--- config.mk ---
export PLATFORM = sky130hd
export DESIGN_NAME = sync_async_serial_usart
export DESIGN_NICKNAME = d
export VERILOG_FILES = /design/src/inc/usart_pkg.sv /design/src/rtl/bit_sync.sv /design/src/rtl/sync_async_serial_usart.sv
export SDC_FILE = /design/constraint.sdc
export NUM_CORES = 1
export LEC_CHECK = 0
export ABC_AREA = 0
export BUFFER_PORTS_ARGS = -buffer_cell sky130_fd_sc_hd__clkbuf_2
export CAP_MARGIN = 5
export CORE_MARGIN = 2
export CORE_UTILIZATION = 30
export DETAILED_ROUTE_END_ITERATION = 16
export GPL_TIMING_DRIVEN = 0
export SLEW_MARGIN = 10
export SYNTH_ARGS = -nofsm -noshare
export SYNTH_HDL_FRONTEND = slang
export SYNTH_SLANG_ARGS = --single-unit
--- constraint.sdc ---
create_clock -name clk -period 3.3 [get_ports clk]
set_clock_uncertainty 0.1 [all_clocks]
set_input_delay 0.33 -clock clk [delete_from_list [all_inputs] [get_ports clk]]
set_output_delay 0.33 -clock clk [all_outputs]
set_load 0.005 [all_outputs]
--- src/inc/usart_pkg.sv ---
// Purpose: shared constants and types of the serial transceiver
// Assumes: 8-bit processor port, control words one byte wide
// Notes:   field positions of mode, command and status words live here
package usart_pkg;
  // mode word fields
  localparam int MODE_RATE_LSB    = 0;
  localparam int MODE_LEN_LSB     = 2;
  localparam int MODE_PAR_EN      = 4;
  localparam int MODE_PAR_EVEN    = 5;
  localparam int MODE_STOP_LSB    = 6;
  localparam int MODE_EXT_SYNC    = 6;
  localparam int MODE_SINGLE_SYNC = 7;
  localparam logic [1:0] RATE_SYNC = 2'h0;
  localparam logic [1:0] RATE_X1   = 2'h1;
  localparam logic [1:0] RATE_X16  = 2'h2;
  localparam logic [1:0] RATE_X64  = 2'h3;
  localparam logic [1:0] STOP_1    = 2'h1;
  localparam logic [1:0] STOP_15   = 2'h2;
  localparam logic [1:0] STOP_2    = 2'h3;
  localparam logic [6:0] DIV_X1    = 7'h01;
  localparam logic [6:0] DIV_X16   = 7'h10;
  localparam logic [6:0] DIV_X64   = 7'h40;
  // command word fields
  localparam int CMD_TX_EN    = 0;
  localparam int CMD_RX_EN    = 2;
  localparam int CMD_BREAK    = 3;
  localparam int CMD_ERR_CLR  = 4;
  localparam int CMD_SOFT_RST = 6;
  localparam int CMD_HUNT     = 7;
  // status word fields
  localparam int ST_TX_EMPTY  = 0;
  localparam int ST_RX_READY  = 1;
  localparam int ST_DRAINED   = 2;
  localparam int ST_PARITY    = 3;
  localparam int ST_OVERRUN   = 4;
  localparam int ST_FRAMING   = 5;
  localparam int ST_SYNC      = 6;
  localparam int ST_TX_BUSY   = 7;
  // reset values
  localparam logic [7:0] MODE_RESET = 8'h00;
  localparam logic [7:0] CMD_RESET  = 8'h00;
  localparam logic [7:0] SYNC_RESET = 8'h00;
  localparam logic [7:0] READ_IDLE  = 8'h00;
  typedef enum logic [1:0] {SEQ_MODE, SEQ_SYNC1, SEQ_SYNC2, SEQ_CMD} seq_t;
  typedef enum logic [1:0] {RX_IDLE, RX_START, RX_BITS} rx_t;
  typedef enum logic [1:0] {SY_HUNT, SY_HUNT2, SY_LOCKED} sync_t;
endpackage

--- src/rtl/bit_sync.sv ---
// Purpose: two-stage synchroniser with edge pulses for pin inputs
// Assumes: inputs are asynchronous to clk
// Notes:   edges are taken behind the second stage only
`timescale 1ns/10ps
module bit_sync #(
  parameter int W = 1
) (
  // clock and reset
  input  wire logic         clk,
  input  wire logic         rstn,
  // pins and results
  input  wire logic [W-1:0] d,
  output logic      [W-1:0] q,
  output logic      [W-1:0] rise,
  output logic      [W-1:0] fall
);
  logic [W-1:0] s1;
  logic [W-1:0] s2;
  logic [W-1:0] s3;

  always_ff @(posedge clk) begin
    if (!rstn) begin
      s1 <= '0;
      s2 <= '0;
      s3 <= '0;
    end else begin
      s1 <= d;
      s2 <= s1;
      s3 <= s2;
    end
  end

  assign q    = s2;
  assign rise = s2 & ~s3;
  assign fall = ~s2 & s3;
endmodule

--- src/rtl/sync_async_serial_usart.sv ---
// Purpose: sync/async serial transceiver behind an 8-bit processor port
// Assumes: bit clocks far slower than clk (at least 4 clk per half period)
// Notes:   bit clocks are sampled, not used as clocks
//
// Summary of operation
// RQ1 - mode word sets rate factor, length, stop bits, sync mode, pin, parity
// RQ2 - tx_ready high when a character fits; a data write drops it
// RQ3 - rx_ready rises on a finished character; data read clears it
// RQ4 - software does a dummy read after power-on or receive re-enable
// RQ5 - no character starts before transmit enable is set and CTS low
// RQ6 - software sends two to four control words after every reset
// RQ7 - three 00 or two 80 writes then 40 reinitialise the device
// RQ8 - write after sync mode word is a sync character, then commands
// RQ9 - commands accepted any time; one bit returns to mode word entry
// RQ10 - async frame is start, data, optional parity, then stop bits
// RQ11 - async bits change on falling bit clock, every 1, 16 or 64
// RQ12 - serial_out marks when idle and is held low for break
// RQ13 - falling serial_in starts a bit, confirmed low at centre
// RQ14 - receiver samples on the falling edge of the receive clock
// RQ15 - parity mismatch flags parity error; framing error in async only
// RQ16 - unread character is overwritten and overrun flag set
// RQ17 - one command bit clears all error flags; errors never halt
// RQ18 - sync transmit shifts each falling edge, fills with sync chars
// RQ19 - tx_drained while filling with sync, cleared by next data write
// RQ20 - hunt compares each bit against sync chars, raises sync_found
// RQ21 - external sync_found input high gives character sync
// RQ22 - sync mode checks parity out of hunt even with receive off
// RQ23 - read with control select high returns the status word
// RQ24 - fault_flag_clear_bit in a command clears error flags
`timescale 1ns/10ps
module sync_async_serial_usart
  import usart_pkg::*;
(
  // clock and reset
  input  wire logic       clk,
  input  wire logic       rstn,
  // processor port
  input  wire logic       control_or_data_select,
  input  wire logic [7:0] wdata,
  input  wire logic       wr,
  input  wire logic       rd,
  output logic      [7:0] rdata,
  // handshake pins
  output logic            tx_ready,
  output logic            rx_ready,
  output logic            tx_drained,
  // serial side
  input  wire logic       tx_bit_clock,
  input  wire logic       rx_bit_clock,
  input  wire logic       serial_in,
  input  wire logic       cts_n,
  output logic            serial_out,
  // sync-found pin, two-way
  input  wire logic       sync_found_in,
  output logic            sync_found_out,
  output logic            sync_found_oe_n
);
  logic [4:0]  pin_q;
  logic [4:0]  pin_rise;
  logic [4:0]  pin_fall;
  logic        tx_edge;
  logic        rx_edge;
  logic        rxd;
  logic        rxd_fall;
  logic        cts_s;
  logic        ext_rise;
  seq_t        seq;
  logic [7:0]  mode;
  logic [7:0]  cmd;
  logic [7:0]  sync1;
  logic [7:0]  sync2;
  logic        soft_rst;
  logic        ctl_wr;
  logic        cmd_wr;
  logic        data_wr;
  logic        data_rd;
  logic        stat_rd;
  logic        err_clr;
  logic        hunt_go;
  logic [1:0]  rate;
  logic [1:0]  clen;
  logic [1:0]  stop;
  logic        is_sync;
  logic        par_en;
  logic        par_even;
  logic        ext_sync;
  logic        single_sync;
  logic [3:0]  nbits;
  logic [3:0]  last_idx;
  logic [7:0]  mask;
  logic [6:0]  div;
  logic [6:0]  half;
  logic [7:0]  tx_buf;
  logic [7:0]  tx_src;
  logic        tx_full;
  logic        tx_busy;
  logic        tx_primed;
  logic        tx_pick2;
  logic        tx_fill;
  logic        tx_go;
  logic        tx_bit_end;
  logic        tx_start;
  logic        tx_par;
  logic [11:0] tx_sh;
  logic [11:0] next_frame;
  logic [3:0]  tx_left;
  logic [3:0]  next_count;
  logic [6:0]  tx_div;
  logic [6:0]  tx_bit_len;
  rx_t         rx_st;
  sync_t       sy;
  logic [6:0]  rx_cnt;
  logic [3:0]  rx_bitn;
  logic [8:0]  rx_sh;
  logic [8:0]  next_sh;
  logic [7:0]  rx_win;
  logic [7:0]  next_win;
  logic [7:0]  rx_char;
  logic [7:0]  rx_buf;
  logic        rx_done;
  logic        rx_stop_bad;
  logic        sync_hit;
  logic        rx_load;
  logic        par_bad;
  logic        pe;
  logic        oe;
  logic        fe;
  logic [7:0]  status;

  function automatic logic [6:0] div_of(input logic [1:0] r);
    case (r)
      RATE_X16: div_of = DIV_X16;
      RATE_X64: div_of = DIV_X64;
      default:  div_of = DIV_X1;
    endcase
  endfunction

  function automatic logic [7:0] len_mask(input logic [1:0] l);
    len_mask = 8'hFF >> (2'h3 - l);
  endfunction

  function automatic logic par_of(input logic [7:0] d, input logic [1:0] l,
                                  input logic even);
    par_of = (^(d & len_mask(l))) ^ ~even;
  endfunction

  // bit clocks, data and handshake pins all come from outside clk
  bit_sync #(.W(5)) u_pins (
    .clk  (clk),
    .rstn (rstn),
    .d    ({sync_found_in, cts_n, serial_in, rx_bit_clock, tx_bit_clock}),
    .q    (pin_q),
    .rise (pin_rise),
    .fall (pin_fall)
  );

  assign tx_edge  = pin_fall[0];
  // RQ14 receive sample edge
  assign rx_edge  = pin_fall[1];
  assign rxd      = pin_q[2];
  assign rxd_fall = pin_fall[2];
  assign cts_s    = pin_q[3];
  assign ext_rise = pin_rise[4];

  assign ctl_wr  = wr & control_or_data_select;
  assign data_wr = wr & ~control_or_data_select;
  assign data_rd = rd & ~control_or_data_select;
  assign stat_rd = rd & control_or_data_select;
  assign cmd_wr  = ctl_wr & (seq == SEQ_CMD);
  // RQ17 RQ24 error clear strobe
  assign err_clr = cmd_wr & wdata[CMD_ERR_CLR];
  assign hunt_go = cmd_wr & wdata[CMD_HUNT];

  // RQ1 mode word decode
  always_comb begin
    rate        = mode[MODE_RATE_LSB +: 2];
    clen        = mode[MODE_LEN_LSB +: 2];
    stop        = mode[MODE_STOP_LSB +: 2];
    is_sync     = rate == RATE_SYNC;
    par_en      = mode[MODE_PAR_EN];
    par_even    = mode[MODE_PAR_EVEN];
    ext_sync    = is_sync & mode[MODE_EXT_SYNC];
    single_sync = mode[MODE_SINGLE_SYNC];
    nbits       = 4'h5 + {2'h0, clen};
    last_idx    = nbits - 4'h1 + {3'h0, par_en};
    mask        = len_mask(clen);
    div         = is_sync ? DIV_X1 : div_of(rate);
    half        = (div == DIV_X1) ? DIV_X1 : (div >> 1);
  end

  // RQ6 RQ7 RQ8 RQ9 control word sequencing
  always_ff @(posedge clk) begin
    if (!rstn) begin
      seq   <= SEQ_MODE;
      mode  <= MODE_RESET;
      cmd   <= CMD_RESET;
      sync1 <= SYNC_RESET;
      sync2 <= SYNC_RESET;
    end else if (ctl_wr) begin
      case (seq)
        SEQ_MODE: begin
          mode <= wdata;
          seq  <= (wdata[MODE_RATE_LSB +: 2] == RATE_SYNC) ? SEQ_SYNC1
                                                            : SEQ_CMD;
        end
        SEQ_SYNC1: begin
          sync1 <= wdata;
          seq   <= single_sync ? SEQ_CMD : SEQ_SYNC2;
        end
        SEQ_SYNC2: begin
          sync2 <= wdata;
          seq   <= SEQ_CMD;
        end
        SEQ_CMD: begin
          if (wdata[CMD_SOFT_RST]) begin
            seq <= SEQ_MODE;
            cmd <= CMD_RESET;
          end else begin
            cmd <= wdata;
          end
        end
        default: seq <= SEQ_MODE;
      endcase
    end
  end

  // sequencer resets itself at once so a mode word may follow directly
  always_ff @(posedge clk) begin
    if (!rstn) begin
      soft_rst <= 1'b0;
    end else begin
      soft_rst <= cmd_wr & wdata[CMD_SOFT_RST];
    end
  end

  // RQ5 transmit gate
  assign tx_go      = cmd[CMD_TX_EN] & ~cts_s;
  assign tx_bit_len = (tx_left == 4'h1 && stop == STOP_15 && !is_sync)
                      ? half : div;
  // RQ11 bit period count
  assign tx_bit_end = tx_busy & tx_edge & (tx_div == tx_bit_len - 7'h01);
  // RQ18 fill when empty
  assign tx_fill    = is_sync & tx_primed & ~tx_full;
  assign tx_start   = tx_edge & tx_go & (tx_full | tx_fill) &
                      (~tx_busy | (tx_bit_end & (tx_left == 4'h1)));
  assign tx_src     = tx_full ? tx_buf : (tx_pick2 ? sync2 : sync1);
  assign tx_par     = par_en & par_of(tx_src, clen, par_even);

  // RQ10 frame layout
  always_comb begin
    if (is_sync) begin
      next_frame = {4'h0, tx_src & mask} | ({11'h000, tx_par} << nbits);
      next_count = nbits + {3'h0, par_en};
    end else begin
      next_frame = (12'hFFF << (nbits + 4'h1 + {3'h0, par_en})) |
                   {3'h0, tx_src & mask, 1'b0} |
                   ({11'h000, tx_par} << (nbits + 4'h1));
      next_count = nbits + 4'h1 + {3'h0, par_en} +
                   ((stop == STOP_2 || stop == STOP_15) ? 4'h2 : 4'h1);
    end
  end

  // RQ11 RQ18 shifter on falling bit clock
  always_ff @(posedge clk) begin
    if (!rstn || soft_rst) begin
      tx_busy   <= 1'b0;
      tx_sh     <= 12'hFFF;
      tx_left   <= 4'h0;
      tx_div    <= 7'h00;
      tx_primed <= 1'b0;
      tx_pick2  <= 1'b0;
    end else if (tx_start) begin
      tx_busy <= 1'b1;
      tx_sh   <= next_frame;
      tx_left <= next_count;
      tx_div  <= 7'h00;
      if (tx_full) begin
        tx_primed <= tx_primed | is_sync;
      end else begin
        tx_pick2 <= ~single_sync & ~tx_pick2;
      end
    end else if (tx_bit_end) begin
      tx_sh   <= {1'b1, tx_sh[11:1]};
      tx_left <= tx_left - 4'h1;
      tx_div  <= 7'h00;
      if (tx_left == 4'h1) begin
        tx_busy <= 1'b0;
      end
    end else if (tx_busy && tx_edge) begin
      tx_div <= tx_div + 7'h01;
    end
  end

  // a write into a full buffer replaces the waiting character
  always_ff @(posedge clk) begin
    if (!rstn || soft_rst) begin
      tx_buf     <= 8'h00;
      tx_full    <= 1'b0;
      tx_drained <= 1'b0;
    end else begin
      if (data_wr) begin
        tx_buf  <= wdata;
        tx_full <= 1'b1;
      end else if (tx_start && tx_full) begin
        tx_full <= 1'b0;
      end
      // RQ19 drained flag
      if (tx_start && tx_fill) begin
        tx_drained <= 1'b1;
      end else if (data_wr) begin
        tx_drained <= 1'b0;
      end
    end
  end

  // RQ2 ready pin
  always_ff @(posedge clk) begin
    if (!rstn || soft_rst) begin
      tx_ready <= 1'b0;
    end else begin
      tx_ready <= tx_go & ~tx_full & ~data_wr;
    end
  end

  // RQ12 marking and break
  always_ff @(posedge clk) begin
    if (!rstn || soft_rst) begin
      serial_out <= 1'b1;
    end else if (cmd[CMD_BREAK]) begin
      serial_out <= 1'b0;
    end else begin
      serial_out <= tx_busy ? tx_sh[0] : 1'b1;
    end
  end

  // RQ1 sync pin direction
  always_ff @(posedge clk) begin
    if (!rstn) begin
      sync_found_oe_n <= 1'b1;
    end else begin
      sync_found_oe_n <= ~(is_sync & ~ext_sync);
    end
  end

  always_comb begin
    next_sh = rx_sh;
    if (rx_bitn <= 4'h8) begin
      next_sh[rx_bitn] = rxd;
    end
  end
  assign next_win = {rxd, rx_win[7:1]};
  assign rx_char  = rx_sh[7:0] & mask;
  assign par_bad  = par_en & (rx_sh[nbits] != par_of(rx_char, clen, par_even));
  // RQ22 sync keeps checking parity
  assign rx_load  = rx_done & (~is_sync | cmd[CMD_RX_EN]);

  always_ff @(posedge clk) begin
    if (!rstn || soft_rst) begin
      rx_st       <= RX_IDLE;
      sy          <= SY_HUNT;
      rx_cnt      <= 7'h00;
      rx_bitn     <= 4'h0;
      rx_sh       <= 9'h000;
      rx_win      <= 8'h00;
      rx_done     <= 1'b0;
      rx_stop_bad <= 1'b0;
      sync_hit    <= 1'b0;
    end else begin
      rx_done  <= 1'b0;
      sync_hit <= 1'b0;
      if (is_sync) begin
        rx_st <= RX_IDLE;
        if (hunt_go && !ext_sync) begin
          sy <= SY_HUNT;
        // RQ21 external sync
        end else if (ext_sync && ext_rise) begin
          sy       <= SY_LOCKED;
          rx_bitn  <= 4'h0;
          sync_hit <= 1'b1;
        end else if (rx_edge) begin
          rx_win <= next_win;
          case (sy)
            // RQ20 sync hunt compare
            SY_HUNT: begin
              if (!ext_sync &&
                  (next_win >> (2'h3 - clen)) == (sync1 & mask)) begin
                sy       <= single_sync ? SY_LOCKED : SY_HUNT2;
                sync_hit <= single_sync;
                rx_bitn  <= 4'h0;
              end
            end
            default: begin
              rx_sh <= next_sh;
              if (rx_bitn == last_idx) begin
                rx_bitn <= 4'h0;
                if (sy == SY_HUNT2) begin
                  if ((next_sh[7:0] & mask) == (sync2 & mask)) begin
                    sy       <= SY_LOCKED;
                    sync_hit <= 1'b1;
                  end else begin
                    sy <= SY_HUNT;
                  end
                end else begin
                  rx_done <= 1'b1;
                end
              end else begin
                rx_bitn <= rx_bitn + 4'h1;
              end
            end
          endcase
        end
      end else begin
        sy <= SY_HUNT;
        case (rx_st)
          RX_IDLE: begin
            if (cmd[CMD_RX_EN] && rxd_fall) begin
              rx_st  <= RX_START;
              rx_cnt <= 7'h00;
            end
          end
          // RQ13 start bit centre check
          RX_START: begin
            if (rx_edge) begin
              if (rx_cnt == half - 7'h01) begin
                rx_cnt  <= 7'h00;
                rx_bitn <= 4'h0;
                rx_st   <= rxd ? RX_IDLE : RX_BITS;
              end else begin
                rx_cnt <= rx_cnt + 7'h01;
              end
            end
          end
          RX_BITS: begin
            if (rx_edge) begin
              if (rx_cnt == div - 7'h01) begin
                rx_cnt <= 7'h00;
                if (rx_bitn == last_idx + 4'h1) begin
                  rx_st       <= RX_IDLE;
                  rx_done     <= 1'b1;
                  rx_stop_bad <= ~rxd;
                end else begin
                  rx_sh   <= next_sh;
                  rx_bitn <= rx_bitn + 4'h1;
                end
              end else begin
                rx_cnt <= rx_cnt + 7'h01;
              end
            end
          end
          default: rx_st <= RX_IDLE;
        endcase
      end
    end
  end

  // flags: a setting event wins over a clear in the same cycle
  always_ff @(posedge clk) begin
    if (!rstn || soft_rst) begin
      rx_buf         <= 8'h00;
      rx_ready       <= 1'b0;
      pe             <= 1'b0;
      oe             <= 1'b0;
      fe             <= 1'b0;
      sync_found_out <= 1'b0;
    end else begin
      if (rx_load) begin
        rx_buf <= rx_char;
      end
      // RQ3 ready set and clear
      if (rx_load) begin
        rx_ready <= 1'b1;
      end else if (data_rd) begin
        rx_ready <= 1'b0;
      end
      // RQ16 overrun
      if (rx_load && rx_ready && !data_rd) begin
        oe <= 1'b1;
      end else if (err_clr) begin
        oe <= 1'b0;
      end
      // RQ15 parity and framing
      if (rx_done && par_bad) begin
        pe <= 1'b1;
      end else if (err_clr) begin
        pe <= 1'b0;
      end
      if (rx_done && !is_sync && rx_stop_bad) begin
        fe <= 1'b1;
      end else if (err_clr) begin
        fe <= 1'b0;
      end
      // RQ20 status read clears
      if (sync_hit) begin
        sync_found_out <= 1'b1;
      end else if (stat_rd) begin
        sync_found_out <= 1'b0;
      end
    end
  end

  always_comb begin
    status              = 8'h00;
    status[ST_TX_EMPTY] = ~tx_full;
    status[ST_RX_READY] = rx_ready;
    status[ST_DRAINED]  = tx_drained;
    status[ST_PARITY]   = pe;
    status[ST_OVERRUN]  = oe;
    status[ST_FRAMING]  = fe;
    status[ST_SYNC]     = sync_found_out;
    status[ST_TX_BUSY]  = tx_busy;
  end

  // RQ23 status or data read
  always_ff @(posedge clk) begin
    if (!rstn) begin
      rdata <= READ_IDLE;
    end else if (rd) begin
      rdata <= control_or_data_select ? status : rx_buf;
    end else begin
      rdata <= READ_IDLE;
    end
  end
endmodule

# Word-level counts from Yosys, hierarchy flattened
# Cells that the tools add are included.
# word_totals
memories	0
out_inout_bits	14
input_bits	18
latchBits	0
ramBits	0
register_bits	141
mem_bits_ro	0
# classes
bitwise_logic	58
n_lt_le_gt_ge	4
n_addsub	16
multipliers	0
n_eq_ne	40
div_mod_pow	0
mux	104
shift	5
n_reduce_logical	69
# ops
op	n
two-way mux 9 bit	10
two-way mux 4 bit	16
two-way mux 7 bit	7
AND 8 bit	6
two-way mux 1 bit	38
two-way mux 12 bit	3
two-way mux 2 bit	18
nonzero test 2 bit	16
AND 1 bit	25
two-way mux 8 bit	3
!= test 2 bit, second input constant	12
<< shifter 1 x 4 -> 12 bit	2
== test 7 bit	3
one-hot mux 7 bit (3 select lines)	1
!= test 3 bit, second input constant	6
AND reduction 2 bit	9
== test 8 bit	2
parity 8 bit	2
logical AND 1 bit	15
adder 7 x 1 -> 7 bit, second input constant	2
== test 2 bit, second input constant	7
NOT 1 bit	14
one-hot mux 7 bit (2 select lines)	1
subtractor 7 x 1 -> 7 bit, second input constant	2
48 further kinds	76

# Longest topological paths before layout
# Gate-level depths: netlist of the first run.
# depth
depth_word	15
mapped_depth	15
mapped_depth_nobuf	14

# Modules after synthesis
# Synthesis of the first run repeated with hierarchy kept, for this count alone.
# unflattened
cells_unflattened	893
hier_area_um2	7727.4
# modules_own_cells
module	seq_area_each_um2	cells_each	instances	area_each_um2
sync_async_serial_usart	2482.4	852	1	7245.7
bit_sync	300.3	41	1	481.7

# Least setup slack after synthesis of the first run
# Ideal clock, no wire load.
# synth_path
path_type	register to register
startpoint	register mode[3]
endpoint	register rx_bitn[3]
slack_ns	-0.215
synth_period_minus_slack_ns	3.515
required_ns	3.104
stages_incl_launch_ff	16
t_arrival_ns	3.319
cell_sequence	dfxtp_1 inv_1 ha_1 clkbuf_1 inv_1 ha_1 inv_1 ha_1 xor2_1 nor4b_1 a22oi_1 or2_0 a31oi_1 a211o_1 or2_1 o41ai_2
# synth_via
elab_chain_len	10
elab_cells_between_ends	21
cone_classes	5 x add/sub; 5 x eq/ne; 2 x shift; 6 x mux; 1 x bitwise; 2 x reduce/logical
# synth_lines
element	line	text
from (decl)	sync_async_serial_usart.sv:68	logic [7:0] mode;
from (signal assigned)	sync_async_serial_usart.sv:202	mode <= wdata;
branches (longest 10 deep; another with adder 3 x 2 -> 4 bit)	--	
to (signal assigned)	sync_async_serial_usart.sv:407	rx_bitn <= rx_bitn + 4'h1;
to (signal assigned)	sync_async_serial_usart.sv:443	rx_bitn <= rx_bitn + 4'h1;
to (decl)	sync_async_serial_usart.sv:113	logic [3:0] rx_bitn;
# Parallel ways; which one is timed is not known. The select of a mux whose other input is x is not followed.
# A chain may end at the register's enable or synchronous reset.

# Final worst setup path of the first run
# layout_path
startpoint	register mode[2]
endpoint	register rx_bitn[3]
# Same word-level chain as after synthesis.

==> results of run 1 <==
-- critical path: stages, from the launching register on --
cell and delay, ps:
dfxtp_4 380, inv_8 50, ha_4 290, inv_6 40, ha_4 270, inv_2 40, ha_4 270, xor2_4 170
nor4b_2 70, a22oi_2 310, or2_1 200, a31oi_4 110, a211o_1 370, or2_1 270, o41ai_2 260
-- cell usage after synthesis (3+ instances only) --
cell type / number / area, um2
nor4_1: 5 / 31.3
o31ai_1: 4 / 30.0
inv_1: 25 / 93.8
xnor2_1: 46 / 403
a21oi_1: 42 / 210
o211ai_1: 9 / 67.6
buf_1: 5 / 18.8
and2_1: 14 / 87.6
and4_1: 3 / 26.3
o21ai_1: 13 / 65.1
a31oi_1: 7 / 43.8
dfxtp_1: 138 / 2760
clkbuf_1: 31 / 116
nor2b_1: 9 / 56.3
o41ai_1: 3 / 26.3
or3_1: 4 / 25.0
a211oi_1: 9 / 67.6
buf_2: 8 / 40.0
nor3b_1: 3 / 22.5
nand3b_1: 9 / 67.6
and3_1: 5 / 31.3
nand2_1: 70 / 263
nor2_1: 126 / 473
nand3_1: 23 / 115
or4_1: 3 / 22.5
or2_1: 3 / 18.8
xor2_1: 17 / 149
nor4b_1: 3 / 26.3
nand2b_1: 7 / 43.8
mux2_1: 5 / 56.3
nand4_1: 6 / 37.5
ha_1: 28 / 350
mux2i_1: 92 / 921
o21ai_0: 16 / 80.1
nor3_1: 18 / 90.1
a221oi_1: 3 / 26.3
-- how the worst max path moves through the flow --
stage	startpoint	end	depth (start not counted)
6_report	mode[2]	rx_bitn[3]	14
5_1_grt	mode[2]	rx_bitn[3]	14
4_1_cts	mode[2]	rx_bitn[1]	15
3_5_place_dp	mode[3]	rx_bitn[3]	15
3_3_place_gp	mode[3]	rx_bitn[3]	15
2_1_floorplan	mode[3]	rx_bitn[3]	15
-- cell families (layout without fill, tap and decap cells) --
family	count (synthesis)	in the layout
flip-flops	138	138
AND/OR/NAND/NOR	320	320
XOR/XNOR	67	67
buffers and inverters	73	144
AO/OA/AOI/OAI	133	133
multiplexers	100	100
adder cells (fa/ha/maj)	30	30
-- metrics by stage --
step	area, um2	setup TNS (ps)	utilization [%]	cells	hold slack, ps
5_1_grt	8910	-182	36.4	1256	4.36
3_3_place_gp	8060	-8100	32.9	1214	323
4_1_cts	8890	-72.6	36.3	1258	2.36
2_1_floorplan	7510	0	-	861	312
6_report	8910	0	36.4	1256	9.57
3_5_place_dp	8060	-8970	32.9	1214	325
-- cell usage in the layout, fill, tap and decap left out, types with 14 or more instances in the layout --
| cell type | netlist | routed |
|---|---|---|
| a21oi_1 | 42 | 42 |
| and2_1 | 14 | 14 |
| clkbuf_1 | 31 | 28 |
| clkbuf_16 | 0 | 17 |
| clkbuf_2 | 0 | 30 |
| dfxtp_1 | 138 | 135 |
| ha_1 | 28 | 23 |
| inv_1 | 25 | 22 |
| mux2i_1 | 92 | 91 |
| nand2_1 | 70 | 70 |
| nand3_1 | 23 | 23 |
| nor2_1 | 126 | 126 |
| nor3_1 | 18 | 18 |
| o21ai_0 | 16 | 16 |
| xnor2_1 | 46 | 46 |
| xor2_1 | 17 | 16 |
-- area by class of cell --
| cell class | instances | share of cell area (%) |
|---|---|---|
| clock buffers | 19 | 5.08 |
| multi-input cells | 650 | 51.1 |
| well taps | 324 | 4.55 |
| flip-flops and latches | 138 | 31.1 |
| plain buffers | 44 | 2.15 |
| clock inverters | 13 | 2.01 |
| inverters | 27 | 1.31 |
| repair buffers | 41 | 2.70 |
-- power by group through the flow --
stage	Clock, mW	Combinational, mW	Sequential (mW)
floorplan	0	0.272	1.75
global placement	0	0.382	1.76
detailed placement	0	0.383	1.76
CTS	2.07	0.424	1.72
global route	2.15	0.470	1.72
finish	2.04	0.432	1.72
-- layer usage --
layer / routed length (um) / GRT usage (%)
met1: 9380 / 20.8
met2: 9510 / 26.3
met3: 1090 / 3.24
met4: 881 / 8.21
met5: 0 / 0
-- state kept, by name, indices dropped and copies added (netlist names), 3 cells and up, named ones only --
name / count
cmd: 3
mode: 8
rdata: 8
rx_bitn: 4
rx_buf: 8
rx_cnt: 7
rx_sh: 8
rx_win: 7
sync1: 8
sync2: 8
tx_buf: 8
tx_div: 7
tx_left: 4
tx_sh: 12
u_pins.q: 5
u_pins.s1: 5
u_pins.s3: 4
-- timing repair --
action / CTS / global route
gates resized for setup: 20 / 10
endpoints found under the setup margin: 17 / 20
buffers inserted: 10 / 0
hold buffers: 2 / 0
endpoints found under the hold margin: 2 / 0
pin swaps: 10 / 8
==> results.json, run 1 <==
{
  "status": "finished clean",
  "numCtsBuffers": 17,
  "hp-start": "serial_in",
  "combPwrFrac_pct": 10.3,
  "ff2ff_path_depth": 14,
  "die_x_um": 162,
  "arrival_ps": 3530,
  "synth.distinct_cells": 70,
  "viasPerCell": 5.04,
  "min_path_type": "in -> reg",
  "cts-root-buf": "clkbuf_16",
  "max-slew-margin-rel_pct": 38.1,
  "mappedNetlistArea_um2": 7500,
  "synth_xor_area_share_pct": 8.51,
  "dpl.hpwl_um": 15400,
  "hold_viol_final": 0,
  "die_area_um2": 26300,
  "nFillCells": 2509,
  "p_seq_share_pct": 41.0,
  "num_rows": 57,
  "gp_congestion": 0.908,
  "worstHoldPathCells": 2,
  "synth-compound-area-share_pct": 11.6,
  "synth.avg_cell_area_um2": 8.71,
  "antenna_found_initial": 0,
  "clk_pin_slew_worst_paths_ps": 60,
  "swShare_pct": 26.0,
  "grt_max_degree": 17,
  "clock_latency_ps": 430,
  "peakVddDrop_uv": 377,
  "cts_tree": "yes",
  "syn-num-nets": 909,
  "final_antenna_net_count": 0,
  "cp.required_ps": 3530,
  "cp_max_fo": 5,
  "first_iter_violations": 506,
  "yosys.area_share.adder_pct": 5.21,
  "async_flop_share_pct": 0,
  "maxSlewViolCount": 0,
  "initial_core_util_pct": 30.6,
  "grt_pass1_wl_um": 33200,
  "ff_latch_area_um2": 2770,
  "critical_path.reg2reg.startpoint": "mode[2]",
  "total_power_mw": 4.19,
  "critPathKind": "reg -> reg",
  "p_int_mw": 3.10,
  "yosys_warnings": 0,
  "n_antenna_cell": 0,
  "die_height_um": 162,
  "synthSimpleGateAreaFrac_pct": 20.2,
  "routedWlPerCell_um": 16.6,
  "regToRegSetupSlack_ps": 6,
  "synth_top_family_by_area": "simple AND/OR/NAND/NOR gates",
  "hold_end": "u_pins.s1[2]",
  "overflow": 0,
  "clock_path_buffers": 2,
  "synthMuxAreaShare_pct": 13.6,
  "clock_power_share_pct": 48.7,
  "timing.fmax_mhz": 304,
  "r2r-end": "rx_bitn[3]",
  "setup_violations": 0,
  "postRouteWirelength_um": 20900,
  "post-route-min-period_ps": 3290,
  "clock_sinks": 138,
  "portBuffers": 29,
  "p_per_area_nw_per_um2": 470,
  "cp-end-kind": "register",
  "io_pins": 32,
  "post-place-ws_ps": -761,
  "cts-htree-levels": 4,
  "final_nets": 967,
  "ys_seq_area_share_pct": 36.8,
  "cap_violations": 0,
  "core_um2": 24500,
  "synthCells": 861,
  "period_share_pct": 99.8,
  "area.growth.synth_to_final_pct": 18.9,
  "netSwitchingPower_mw": 1.09,
  "cp-start-kind": "register",
  "grt_pass1_vias": 6222,
  "tightest_slew_ps": 925,
  "grt_usage_pct": 16.3,
  "fin_ws_ps": 5.55,
  "synthFlopType": "dfxtp_1",
  "multi_input_area_um2": 4550,
  "rsz0062_at_grt": "yes",
  "drive_above_1_share_pct": 12.2,
  "drc": 0,
  "vias": 6331,
  "synth_edf_count": 0,
  "p_leak_nw": 3.65,
  "firstDrtPassIters": 7,
  "ys_seq_elements": 138
}
Note: power is estimated with default switching activity, not from simulation.
==> run 2: changes to the inputs <==
--- a/config.mk
+++ b/config.mk
@@ -9,9 +9,9 @@
 export BUFFER_PORTS_ARGS = -buffer_cell sky130_fd_sc_hd__clkbuf_2
 export CAP_MARGIN = 5
 export CORE_MARGIN = 2
-export CORE_UTILIZATION = 30
+export CORE_UTILIZATION = 56
 export DETAILED_ROUTE_END_ITERATION = 16
-export GPL_TIMING_DRIVEN = 0
+export PLACE_DENSITY = 0.77
 export SLEW_MARGIN = 10
 export SYNTH_ARGS = -nofsm -noshare
 export SYNTH_HDL_FRONTEND = slang
==> results.json, run 2 (same netlist as run 1, synthesis figures left out) <==
{
  "num_rows": 42,
  "p_per_area_nw_per_um2": 461,
  "die_height_um": 120,
  "p_seq_share_pct": 43.0,
  "maxSlewViolCount": 0,
  "drive_above_1_share_pct": 13.7,
  "clock_sinks": 138,
  "netSwitchingPower_mw": 1.07,
  "area.growth.synth_to_final_pct": 15.3,
  "final_cell_mix": "dfxtp_1 (135), nor2_1 (126), mux2i_1 (92)",
  "top_register": "tx_sh",
  "setup_violations": 0,
  "initial_core_util_pct": 57.1,
  "cp-end-kind": "register",
  "status": "finished clean",
  "multi_input_area_um2": 4510,
  "p_leak_nw": 3.68,
  "cts-htree-levels": 4,
  "hold_viol_final": 0,
  "ff_latch_area_um2": 2770,
  "max-slew-margin-rel_pct": 41.6,
  "drc": 0,
  "grt_pass1_vias": 5827,
  "post-route-min-period_ps": 3130,
  "dpl.hpwl_um": 13000,
  "p_int_mw": 2.92,
  "cp_max_fo": 7,
  "die_x_um": 120,
  "die_area_um2": 14300,
  "routedWlPerCell_um": 16.8,
  "cts_tree": "yes",
  "first_iter_violations": 529,
  "largest_reg_flops": 12,
  "crit_slowest_cell": "dfxtp_4",
  "fin_setup_tns_ps": 0,
  "arrival_ps": 3340,
  "clock_path_buffers": 2,
  "gp_congestion": 0.984,
  "period_share_pct": 94.9,
  "clock_power_share_pct": 46.7,
  "regToRegSetupSlack_ps": 170,
  "tightest_slew_ps": 875,
  "firstDrtPassIters": 6,
  "cts-root-buf": "clkbuf_16",
  "combPwrFrac_pct": 10.2,
  "placed_cells": 1055,
  "final-instance-count-excl-fill": 1095,
  "antenna_found_initial": 0,
  "cpMostUsedCell": "buf_4",
  "vias": 6313,
  "portBuffers": 31,
  "cp.required_ps": 3510,
  "viasPerCell": 5.77,
  "io_pins": 32,
  "n_antenna_cell": 0,
  "core_um2": 13100,
  "cpPeakStageDelay_ps": 360,
  "timing.fmax_mhz": 319,
  "postRouteWirelength_um": 18400,
  "grt_pass1_wl_um": 29600,
  "grt_usage_pct": 26.3,
  "grt_max_degree": 35,
  "cp-start-kind": "register",
  "peakVddDrop_uv": 654,
  "numCtsBuffers": 17,
  "final_nets": 954,
  "min_path_type": "in -> reg",
  "final_antenna_net_count": 0,
  "swShare_pct": 26.8,
  "critPathKind": "reg -> reg",
  "overflow": 0,
  "cp_cell_sequence": "buf_4 -> ha_1 -> ha_4 -> inv_1 -> ha_1 -> xor2_2 -> nor4b_2 -> a22oi_2 -> buf_4 -> o211ai_1 -> buf_4 -> nor3b_2 -> nand2_1 -> mux2i_1 -> nor2_1",
  "mostFrequentLayoutCell": "dfxtp_1",
  "nFillCells": 1094,
  "total_power_mw": 3.99,
  "cap_violations": 0,
  "clock_latency_ps": 430,
  "clk_pin_slew_worst_paths_ps": 60
}
run 2: cell types whose count changed in the layout (fill, tap and decap cells not counted), moves of 4 or more:
cell,delta
clkbuf_1,-28
buf_4,+27
buf_2,-8
buf_1,-5
clkinvlp_4,+4
ha_1,+4
run 2: final timing paths:
check          startpoint            to  cells after the start
min          rx_bit_clock  u_pins.s1[1]                      2
max reg2reg       mode[2]      rx_sh[7]                     15
max               mode[2]      rx_sh[7]                     15
min reg2reg  u_pins.s1[4]   u_pins.q[4]                      1
run 2: layout make-up:
cell class	count	share of cell area [%]
repair buffers	72	5.47
well taps	176	2.55
clock inverters	14	1.58
multi-input cells	650	52.1
clock buffers	18	5.08
flip-flops and latches	138	32.0
inverters	27	1.20
run 2: routing by layer:
layer / track usage [%] / routed length (um) / vias up
met4: 10.2 / 508 / 0
met1: 35.0 / 8100 / 2973
met5: 0 / 0 / -
met3: 6.46 / 1240 / 44
li1: - / - / 3084
met2: 41.3 / 8520 / 212
run 2: critical path, delay by kind of cell (launching register included):
family          cells  cell delay [ps]
buf+inv             4              520
fa+ha+maj           3              830
mux                 1              170
simple gates        4              530
compound gates      2              300
flops               1              360
xor+xnor            1              200
run 2: stage by stage:
stage / worst slack (ps) / util (%) / cell area (um2) / hold WS [ps]
floorplan: 0.256 / - / 7510 / 312
global placement: 162 / 60.4 / 7930 / 315
detailed placement: 78.1 / 60.4 / 7930 / 318
CTS: 11.6 / 65.1 / 8550 / 12.5
global route: -8.79 / 65.8 / 8650 / 15.0
finish: 170 / 65.8 / 8650 / 14.0
run 2: power groups by stage:
stage                     Combinational, mW  Clock (mW)  Sequential [mW]
after floorplan                       0.272           0             1.75
after detailed placement              0.381           0             1.75
after global routing                  0.444        1.96             1.72
after CTS                             0.387        1.87             1.72
final                                 0.409        1.86             1.72
after global placement                0.376           0             1.75
run 2: what timing repair did:
item                                    CTS  global route
buffers inserted                          0             4
hold buffers                              4             0
endpoints found under the setup margin    0            17
hold endpoints to repair                  4             0
gates resized for setup                   0            12
==> run 3: changes to the inputs <==
--- a/config.mk
+++ b/config.mk
@@ -11,6 +11,7 @@
 export CORE_MARGIN = 2
 export CORE_UTILIZATION = 56
 export DETAILED_ROUTE_END_ITERATION = 16
+export HOLD_SLACK_MARGIN = 0.02
 export PLACE_DENSITY = 0.77
 export SLEW_MARGIN = 10
 export SYNTH_ARGS = -nofsm -noshare
==> results.json, run 3 (same netlist as run 1, synthesis figures left out) <==
{
  "core_um2": 13100,
  "cp_cell_sequence": "buf_4 -> ha_1 -> ha_4 -> inv_1 -> ha_1 -> xor2_2 -> nor4b_2 -> a22oi_2 -> buf_4 -> o211ai_1 -> buf_4 -> nor3b_2 -> nand2_1 -> mux2i_1 -> nor2_1",
  "final_antenna_net_count": 0,
  "postRouteWirelength_um": 18400,
  "clock_latency_ps": 430,
  "cap_violations": 0,
  "cts_tree": "yes",
  "maxSlewViolCount": 0,
  "nFillCells": 1093,
  "cp.required_ps": 3510,
  "cpPeakStageDelay_ps": 360,
  "peakVddDrop_uv": 656,
  "io_pins": 32,
  "die_area_um2": 14300,
  "clock_sinks": 138,
  "p_per_area_nw_per_um2": 460,
  "area.growth.synth_to_final_pct": 15.5,
  "clk_pin_slew_worst_paths_ps": 60,
  "hold_slack_ps": 46.8,
  "timing.fmax_mhz": 319,
  "cpMostUsedCell": "buf_4",
  "hold_viol_final": 0,
  "cp_max_fo": 7,
  "arrival_ps": 3340,
  "first_iter_violations": 518,
  "setup_violations": 0,
  "numCtsBuffers": 17,
  "largest_reg_flops": 12,
  "vias": 6319,
  "overflow": 0,
  "drive_above_1_share_pct": 13.7,
  "die_x_um": 120,
  "p_leak_nw": 3.69,
  "status": "finished clean",
  "grt_max_degree": 35,
  "post-route-min-period_ps": 3130,
  "mostFrequentLayoutCell": "dfxtp_1",
  "cts-root-buf": "clkbuf_16",
  "final_nets": 955,
  "cp-end-kind": "register",
  "n_antenna_cell": 0,
  "period_share_pct": 94.9,
  "clock_path_buffers": 2,
  "grt_usage_pct": 26.3,
  "portBuffers": 31,
  "cts-htree-levels": 4,
  "fin_util_pct": 65.9,
  "final-instance-count-excl-fill": 1096,
  "firstDrtPassIters": 6,
  "min_path_type": "in -> reg",
  "gp_congestion": 0.984,
  "max-slew-margin-rel_pct": 41.6,
  "viasPerCell": 5.77,
  "tightest_slew_ps": 874,
  "grt_pass1_wl_um": 29700,
  "antenna_found_initial": 0,
  "dpl.hpwl_um": 13000,
  "cp-start-kind": "register",
  "top_register": "tx_sh",
  "placed_cells": 1055,
  "routedWlPerCell_um": 16.8,
  "initial_core_util_pct": 57.1,
  "grt_pass1_vias": 5824,
  "die_height_um": 120,
  "drc": 0,
  "worst-path-buf-inv": 4,
  "path_delay_family": "adder cells",
  "critPathKind": "reg -> reg",
  "num_rows": 42,
  "final_cell_mix": "dfxtp_1 (135), nor2_1 (126), mux2i_1 (92)",
  "crit_slowest_cell": "dfxtp_4"
}
-- run 3: changes by cell type in the layout (fill, tap and decap cells not counted) --
cell,before,now
dlygate4sd3_1,4,5
-- run 3: worst paths after layout --
path	from	end	slack (ps)	cells past startpoint
hold reg to reg	u_pins.s1[4]	u_pins.q[4]	330	1
setup reg to reg	mode[2]	rx_sh[7]	170	15
hold / removal	wdata[6]	tx_buf[6]	50	3
setup / recovery	mode[2]	rx_sh[7]	170	15
-- run 3: layout make-up --
type / instances / area [um2] / share of cell area, %
tap: 176 / 220 / 2.54
sequential: 138 / 2770 / 32.0
inverter: 27 / 104 / 1.20
clock inverter: 14 / 136 / 1.58
timing repair buffer: 73 / 483 / 5.58
multi-input combinational: 650 / 4510 / 52.0
clock buffer: 18 / 439 / 5.07
-- run 3: routing by layer --
| metal | vias up | track usage, % | wire length (um) |
|---|---|---|---|
| met4 | 0 | 10.2 | 512 |
| met1 | 2952 | 35.2 | 8020 |
| met2 | 232 | 41.3 | 8560 |
| li1 | 3087 | - | - |
| met5 | - | 0 | 0 |
| met3 | 48 | 6.46 | 1280 |
-- run 3: worst reg2reg max path: stages, from the launching register on --
cell	delay, ps
dfxtp_4	360
buf_4	160
ha_1	240
ha_4	290
inv_1	40
ha_1	300
xor2_2	200
nor4b_2	70
a22oi_2	210
buf_4	140
o211ai_1	90
buf_4	180
nor3b_2	290
nand2_1	120
mux2i_1	170
nor2_1	50
-- run 3: timing repair --
action	4_1_cts	5_1_grt
endpoints found under the hold margin	5	0
endpoints found under the setup margin	0	17
gates resized for setup	0	12
setup buffers	0	4
hold buffers	5	0
-- run 3: power by group --
part / switching [mW] / total, mW / leakage, nW / internal [mW]
Clock: 0.786 / 1.86 / 0.268 / 1.07
Combinational: 0.252 / 0.410 / 2.30 / 0.158
Sequential: 0.0240 / 1.72 / 1.12 / 1.69
-- run 3: per-stage QoR --
stage,setup TNS (ps),area (um2),power (mW),setup slack [ps]
global route,-8.79,8660,4.12,-8.79
CTS,0,8560,3.98,11.6
global placement,0,7930,2.13,162
finish,0,8660,3.98,167
floorplan,0,7510,2.02,0.256
detailed placement,0,7930,2.13,78.1
